===== config.mk =====
export PLATFORM = sky130hd
export DESIGN_NAME = dtp_timer
export DESIGN_NICKNAME = d
export VERILOG_FILES = /design/src/rtl/dtp_pkg.sv /design/src/rtl/dtp_timer.sv
export SDC_FILE = /design/constraint.sdc
export NUM_CORES = 1
export LEC_CHECK = 0
export ABC_AREA = 1
export BUFFER_PORTS_ARGS = -buffer_cell sky130_fd_sc_hd__clkbuf_2
export CORE_MARGIN = 3
export CORE_UTILIZATION = 30
export CTS_CLUSTER_DIAMETER = 40
export CTS_CLUSTER_SIZE = 24
export DETAILED_ROUTE_END_ITERATION = 10
export GPL_TIMING_DRIVEN = 0
export PLACE_DENSITY = 0.55
export SYNTH_ARGS = -nofsm -noshare
export SYNTH_HDL_FRONTEND = slang
export SYNTH_SLANG_ARGS = --single-unit
export TNS_END_PERCENT = 5

===== constraint.sdc =====
create_clock -name core_clk_i -period 1.7 [get_ports core_clk_i]
set_input_delay 0.17 -clock core_clk_i [delete_from_list [all_inputs] [get_ports core_clk_i]]
set_output_delay 0.17 -clock core_clk_i [all_outputs]
set_load 0.01 [all_outputs]

===== src/rtl/dtp_pkg.sv =====
// dtp_pkg: constants for the down-counting timer with prescaler and pwm
// assumes apb byte addressing, 32-bit data, registers on word boundaries
package dtp_pkg;
  localparam int unsigned CNT_W = 10;
  localparam int unsigned ADDR_W = 8;
  // printed offsets are indices; byte address is index times four
  localparam logic [ADDR_W-1:0] IDX_COUNT = 8'h00;
  localparam logic [ADDR_W-1:0] IDX_CTRL1 = 8'h01;
  localparam logic [ADDR_W-1:0] IDX_CTRL2 = 8'h02;
  localparam logic [ADDR_W-1:0] IDX_DUTY = 8'h03;
  localparam logic [ADDR_W-1:0] IDX_HIGH = 8'h04;
  localparam logic [ADDR_W-1:0] IDX_IRQ_STAT = 8'h05;
  localparam logic [ADDR_W-1:0] IDX_IRQ_MASK = 8'h06;
  localparam logic [ADDR_W-1:0] ADDR_COUNT = 8'h00;
  localparam logic [ADDR_W-1:0] ADDR_CTRL1 = 8'h04;
  localparam logic [ADDR_W-1:0] ADDR_CTRL2 = 8'h08;
  localparam logic [ADDR_W-1:0] ADDR_DUTY = 8'h0c;
  localparam logic [ADDR_W-1:0] ADDR_HIGH = 8'h10;
  localparam logic [ADDR_W-1:0] ADDR_IRQ_STAT = 8'h14;
  localparam logic [ADDR_W-1:0] ADDR_IRQ_MASK = 8'h18;
  // control one fields
  localparam int unsigned C1_RUN = 0;
  localparam int unsigned C1_RELOAD = 1;
  localparam int unsigned C1_SINGLE = 2;
  localparam int unsigned C1_FAST = 3;
  localparam int unsigned C1_TOGGLE_EN = 5;
  localparam int unsigned C1_POL = 6;
  localparam int unsigned C1_PWM_EN = 7;
  localparam logic [7:0] C1_RESET = 8'h00;
  localparam logic [7:0] C1_MASK = 8'hef;
  // control two fields
  localparam int unsigned C2_RATE_LSB = 0;
  localparam int unsigned C2_PRE_EN_N = 3;
  localparam int unsigned C2_EDGE = 4;
  localparam int unsigned C2_EXT = 5;
  localparam logic [7:0] C2_RESET = 8'h3f;
  localparam logic [7:0] C2_MASK = 8'h3f;
  // high-bits register: [5:4] reload msbs, [1:0] duty msbs
  localparam logic [7:0] HIGH_MASK = 8'h33;
  localparam logic [CNT_W-1:0] CNT_MAX = 10'h3ff;
  localparam logic [CNT_W-1:0] CNT_ZERO = 10'h000;
  // interrupt status bits
  localparam int unsigned IRQ_UNDERFLOW = 0;
  localparam int unsigned IRQ_W = 1;
  localparam logic [31:0] RD_ZERO = 32'h0000_0000;
endpackage : dtp_pkg


===== src/rtl/dtp_timer.sv =====
// dtp_timer: 10-bit down-counter, prescaler, pwm and underflow toggle
// assumes apb master, instruction and fast clocks given as one-cycle enable strobes, external pin sampled for edges
//
// Operation
// - counter read returns live count
// - counter write loads reload plus high bits
// - non-stop, no reload: continue from 0x3ff
// - non-stop, reload: reload value on underflow
// - single-pass counts to zero then stops
// - non-stop keeps counting after underflow
// - fast source clocks counter and pwm
// - otherwise external select picks the clock
// - external select chooses pin or instruction clock
// - edge select: falling when set, else rising
// - prescaler divides 1:2 up to 1:256
// - pwm enable drives waveform onto pins
// - polarity bit makes pwm active low
// - toggle output flips on each underflow
// - reload sets period, duty sets duty
`timescale 1ns/10ps
module dtp_timer
  import dtp_pkg::*;
(
  input  wire logic                     core_clk_i,  // 50 MHz clock
  input  wire logic                     rst_n_i,     // async reset, low
  input  wire logic                     psel_i,      // apb select
  input  wire logic                     penable_i,   // apb enable
  input  wire logic                     pwrite_i,    // apb write
  input  wire logic [dtp_pkg::ADDR_W-1:0] paddr_i,   // apb byte address
  input  wire logic [31:0]              pwdata_i,    // apb write data
  output logic      [31:0]              prdata_o,    // apb read data
  output logic                          pready_o,    // apb ready
  output logic                          pslverr_o,   // apb error
  input  wire logic                     inst_tick_i, // instruction clk
  input  wire logic                     fast_tick_i, // high osc clk
  input  wire logic                     ext_count_input_i, // ext pin
  output logic                          port_b_pin_one_o,  // pwm pin
  output logic                          port_b_pin_one_en_o,
  output logic                          port_b_pin_four_o, // pwm/toggle
  output logic                          port_b_pin_four_en_o,
  output logic [dtp_pkg::CNT_W-1:0]     countdown_value_o, // live count
  output logic                          irq_o        // interrupt level
);
  import dtp_pkg::*;

  typedef struct packed {
    logic [CNT_W-1:0] count;
    logic [7:0]       ctrl1;
    logic [7:0]       ctrl2;
    logic [7:0]       reload_low;
    logic [7:0]       duty;
    logic [7:0]       high;
    logic [7:0]       pre_cnt;
    logic             ext_prev;
    logic             stopped;
    logic             toggle;
    logic             pwm;
    logic [IRQ_W-1:0] irq_stat;
    logic [IRQ_W-1:0] irq_mask;
    logic [31:0]      rdata;
  } dtp_state_t;

  dtp_state_t st;
  dtp_state_t next_st;

  logic             wr_acc;
  logic             rd_acc;
  logic [7:0]       wbyte;
  logic             src_tick;
  logic             ext_edge;
  logic             pre_tap;
  logic             dec;
  logic             underflow;
  logic [CNT_W-1:0] reload_val;
  logic [CNT_W-1:0] duty_val;
  logic [2:0]       rate;
  logic             pwm_act;

  assign wr_acc = psel_i & penable_i & pwrite_i;
  assign rd_acc = psel_i & ~penable_i & ~pwrite_i;
  assign wbyte = pwdata_i[7:0];
  assign reload_val = {st.high[5:4], st.reload_low};
  assign duty_val = {st.high[1:0], st.duty};
  assign rate = st.ctrl2[C2_RATE_LSB +: 3];

  always_comb begin
    ext_edge = st.ctrl2[C2_EDGE] ? (st.ext_prev & ~ext_count_input_i)
                                 : (~st.ext_prev & ext_count_input_i);
    if (st.ctrl1[C1_FAST]) begin
      src_tick = fast_tick_i;
    end else if (st.ctrl2[C2_EXT]) begin
      src_tick = ext_edge;
    end else begin
      src_tick = inst_tick_i;
    end
    // divide by 2^(rate+1): tap the prescaler bit that wraps
    pre_tap = src_tick && ((st.pre_cnt & ((8'h02 << rate) - 8'h01))
                           == ((8'h02 << rate) - 8'h01));
    dec = st.ctrl2[C2_PRE_EN_N] ? src_tick : pre_tap;
    dec = dec & st.ctrl1[C1_RUN] & ~st.stopped;
    underflow = dec && (st.count == CNT_ZERO);
  end

  always_comb begin
    next_st = st;
    if (src_tick) begin
      next_st.pre_cnt = st.pre_cnt + 8'h01;
    end
    next_st.ext_prev = ext_count_input_i;
    if (dec) begin
      if (underflow) begin
        next_st.toggle = ~st.toggle;
        if (st.ctrl1[C1_SINGLE]) begin
          next_st.stopped = 1'b1;
        end else if (st.ctrl1[C1_RELOAD]) begin
          next_st.count = reload_val;
        end else begin
          next_st.count = CNT_MAX;
        end
      end else begin
        next_st.count = st.count - 10'h001;
      end
    end
    // pwm: active while count below duty, frame set by reload
    next_st.pwm = (st.count < duty_val);
    if (underflow) begin
      next_st.irq_stat[IRQ_UNDERFLOW] = 1'b1;
    end
    if (rd_acc) begin
      case (paddr_i)
        ADDR_COUNT:    next_st.rdata = {22'h0, st.count};
        ADDR_CTRL1:    next_st.rdata = {24'h0, st.ctrl1};
        ADDR_CTRL2:    next_st.rdata = {24'h0, st.ctrl2};
        ADDR_DUTY:     next_st.rdata = {24'h0, st.duty};
        ADDR_HIGH:     next_st.rdata = {24'h0, st.high};
        ADDR_IRQ_STAT: next_st.rdata = {31'h0, st.irq_stat};
        ADDR_IRQ_MASK: next_st.rdata = {31'h0, st.irq_mask};
        default:       next_st.rdata = RD_ZERO;
      endcase
    end
    if (wr_acc) begin
      case (paddr_i)
        ADDR_COUNT: begin
          next_st.reload_low = wbyte;
          next_st.count = {st.high[5:4], wbyte};
          next_st.stopped = 1'b0;
          next_st.pre_cnt = 8'h00;
        end
        ADDR_CTRL1: next_st.ctrl1 = wbyte & C1_MASK;
        ADDR_CTRL2: begin
          next_st.ctrl2 = wbyte & C2_MASK;
          next_st.pre_cnt = 8'h00;
        end
        ADDR_DUTY: next_st.duty = wbyte;
        ADDR_HIGH: next_st.high = wbyte & HIGH_MASK;
        ADDR_IRQ_STAT: begin
          // set wins over clear
          next_st.irq_stat = (st.irq_stat & ~pwdata_i[IRQ_W-1:0])
                             | (underflow ? 1'b1 : 1'b0);
        end
        ADDR_IRQ_MASK: next_st.irq_mask = pwdata_i[IRQ_W-1:0];
        default: ;
      endcase
    end
  end

  always_ff @(posedge core_clk_i or negedge rst_n_i) begin
    if (!rst_n_i) begin
      st <= '0;
      st.ctrl1 <= C1_RESET;
      st.ctrl2 <= C2_RESET;
    end else begin
      st <= next_st;
    end
  end

  assign pwm_act = st.pwm ^ st.ctrl1[C1_POL];
  assign prdata_o = st.rdata;
  assign pready_o = 1'b1;
  assign pslverr_o = 1'b0;
  assign countdown_value_o = st.count;
  assign irq_o = |(st.irq_stat & st.irq_mask);
  // output enables are low while driving
  assign port_b_pin_one_o = pwm_act;
  assign port_b_pin_one_en_o = ~st.ctrl1[C1_PWM_EN];
  assign port_b_pin_four_o = st.ctrl1[C1_TOGGLE_EN] ? st.toggle
                                                    : pwm_act;
  assign port_b_pin_four_en_o = ~(st.ctrl1[C1_TOGGLE_EN]
                                  | st.ctrl1[C1_PWM_EN]);
endmodule : dtp_timer


==> run_results.csv <==
group,metric,value,unit
critical_path,crit_path_end_kind,"register",
floorplanning,initial_core_util,0.3103,
logic_synthesis,synth_area_leader_cell,"dfrtp_1",
logic_synthesis,seq_area_frac_synth,0.4051,
sta,finalHoldViolations,0,
final_layout,area.growth.synth_to_final,28.47,%
critical_path,slowest_delay,0.44,ns
final_layout,insertedDiodeCount,0,
power_and_ir_drop,leakage,2.670,nW
power_and_ir_drop,ir_drop,0.0005383,V
clock_network,numCtsBuffers,9,
routing,post_drt_wl_per_cell,14.43,um
floorplanning,die_y,123.7,um
clock_network,htree_levels,3,
logic_synthesis,yosysUniqueCellTypes,37,
placement,pre_cts_ws,-0.4216,ns
routing,ant_nets,0,
floorplanning,row_count,42,
sta,slew_headroom,0.6533,
grt,grt_max_degree,55,
sta,fin_ws,-0.002695,ns
outcome,status,"finished with violations",
clock_network,cts.clk_slew.worst_paths,0.06,ns
critical_path,arrival,1.91,ns
clock_network,cts_sinks,67,
sta,min_period,1.703,ns
sta,period_share,1.002,
placement,dpl.hpwl,8930,um
grt,grt_pass1_vias,3594,
final_layout,fillCellCount,1389,
logic_synthesis,synth_top_area_share,0.3671,
logic_synthesis,synthTopCellsByCount,"137 x nand2_1, 61 x dfrtp_1, 61 x o21ai_0",
placement,numPortBuffers,48,
sta,setup_viol,1,
floorplanning,ios,97,
critical_path,worstPathRequired,1.91,ns
critical_path,cp_slowest_cell,"dfrtp_2",
critical_path,path_common_cell,"nand3_4",
grt,antenna_found_initial,0,
floorplanning,core_area,13400,um^2
critical_path,critPathKind,"register to register",
clock_network,cts_tree,"built",
worst_hold_path,worstHoldStart,"pwdata_i[5]",
clock_network,clk_path_buf_depth,2,
grt,grt_first_pass_wirelength,18440,um
final_layout,drive_gt1_frac,0.2930,
grt,track_usage,0.1571,
logic_synthesis,synth_area_leaders,"dfrtp_1 37%, nand2_1 12%, buf_4 8.1%",
routing,drtIter0Drc,280,
logic_synthesis,synth_seq_cells,67,
logic_synthesis,synth_most_common_cell,"nand2_1",
sta,fmax,587.3,MHz
sta,tightest_slew,0.5161,ns
sta,drv_slew,0,
placement,globalplace.congestion,0.9098,
final_layout,layout.nets,699,
clock_network,insertion_delay,0.34,ns
sta,tns,-0.002695,ns
critical_path,critPathMaxFanout,7,
floorplanning,dieWidth,123.7,um
outcome,violations,"negative setup slack",
critical_path,timing.rr.start,"countdown_value_o[0]",
grt,grt-ovfl-total,0,
clock_network,cts-root-buf,"clkbuf_16",
power_and_ir_drop,p_per_area,852.8,nW/um^2
routing,drc,0,
critical_path,path_cells,"inv_4, ha_4, nand3_4, nor2_4, nand3_4, buf_6, o2111ai_1, a21oi_1",
final_layout,seqCellArea,1690,um^2
critical_path,crit_start,"countdown_value_o[0]",
logic_synthesis,synth_area_per_cell,7.657,um^2
sta,skew,0.009344,ns
logic_synthesis,synth_ff_type,"dfrtp_1",
routing,num_vias,3781,
final_layout,multiInputGateArea,2033,um^2
logic_synthesis,synthCells,543,
critical_path,startpoint_type,"register",
logic_synthesis,async_flop_share,1.000,
logic_synthesis,syn_area,4158,um^2
logic_synthesis,ys_warn_count,0,
sta,rsz0062_at_grt,"yes",
logic_synthesis,synth_edf_count,0,
routing,dr.pass1.iters,5,
routing,viasPerCell,4.605,
worst_hold_path,hp-class,"input port to register",
floorplanning,die_area,15310,um^2
routing,finalWirelength,11850,um
run,max-cap-violations,0,
layout by cell type, fill, tap and decap left out, types with 4 or more instances in the layout:
master,synthesis,layout
nand4_1,9,9
xor2_1,11,11
nand3_2,4,4
nand2_1,137,132
dfstp_2,6,6
nor2_4,2,4
nand2_2,5,6
inv_1,59,54
nand3_1,20,18
buf_2,4,4
clkbuf_16,0,10
buf_4,45,55
inv_4,1,5
nor2_1,35,30
o21ai_0,61,58
conb_1,2,24
inv_2,9,10
dfrtp_2,0,5
a21oi_1,16,13
o21ai_1,7,10
nor3_1,9,9
nor2_2,3,6
ha_1,11,10
clkbuf_2,0,48
dfrtp_1,61,56
layer usage:
layer | share of wire | GRT usage | vias to the layer above
met5 | 0 | 0 | -
met4 | 0.023 | 0.06644 | 0
met3 | 0.056 | 0.02543 | 18
met2 | 0.47 | 0.2511 | 118
met1 | 0.45 | 0.2109 | 1759
li1 | - | - | 1886
sequential cells by signal (all words and copies together) (netlist names):
signal / flops
prdata_o: 10
reload_val: 10
countdown_value_o: 10
rate: 3
duty_val: 10
st: 24
cell families after synthesis:
| kind of cell | synth area share |
|---|---|
| AOI/OAI and AO/OA | 0.1297 |
| xor gates and xnor gates | 0.02739 |
| adders and majority gates | 0.03310 |
| buffers and inverters | 0.1562 |
| DFF | 0.4051 |
| other | 0.001806 |
| and+or+nand+nor | 0.2468 |
timing repair:
action | CTS | global route
pin swaps | 2 | 10
gates resized for setup | 16 | 34
hold buffers | 2 | 0
setup buffers | 5 | 7
cloned | 0 | 1
hold endpoints to repair | 14 | 0
endpoints found under the setup margin | 13 | 14
power breakdown:
| part | switching [mW] | total (mW) | internal (mW) |
|---|---|---|---|
| clock network | 0.699 | 2.02 | 1.32 |
| registers | 0.112 | 1.82 | 1.71 |
| logic | 0.411 | 0.708 | 0.298 |
| total | 1.22 | 4.56 | 3.33 |
cell type report:
| cell class | count | share of cell area |
|---|---|---|
| Multi-Input combinational cell | 376 | 0.3807 |
| Sequential cell | 67 | 0.3165 |
| Timing Repair Buffer | 64 | 0.07730 |
| Buffer | 53 | 0.07355 |
| Inverter | 69 | 0.05083 |
| Clock buffer | 12 | 0.04615 |
| Tap cell | 176 | 0.04123 |
| Clock inverter | 4 | 0.01382 |
worst max-delay path, delay by kind of cell (launching register included):
family | cells | cell delay, ns
flops | 1 | 0.44
simple gates | 3 | 0.41
buf+inv | 2 | 0.28
compound gates | 2 | 0.28
fa+ha+maj | 1 | 0.16
path summary, 6_finish.rpt:
| path | cells past startpoint | end | slack (ns) |
|---|---|---|---|
| min | 3 | countdown_value_o[5] | 0.08 |
| max | 8 | countdown_value_o[8] | -0.003 |
| min in group asynchronous | 2 | st[39] | 0.27 |
| max reg2reg | 8 | countdown_value_o[8] | -0.003 |
| max in group asynchronous | 3 | rate[1] | 0.85 |
| min reg2reg | 2 | reload_val[1] | 0.47 |
metrics by stage:
step	total power [mW]	instances	hold WS, ns	utilization	instance area (um^2)
final	4.555	821	0.08320	0.3986	5341
after global routing	4.733	821	0.09786	0.3986	5341
after CTS	4.507	813	0.07719	0.3853	5164
after detailed placement	2.453	790	0.07786	0.3530	4731
after global placement	2.434	789	0.3150	0.3508	4701
after floorplan	2.238	565	-0.1256	-	4240
(Power assumes the default switching activity.)
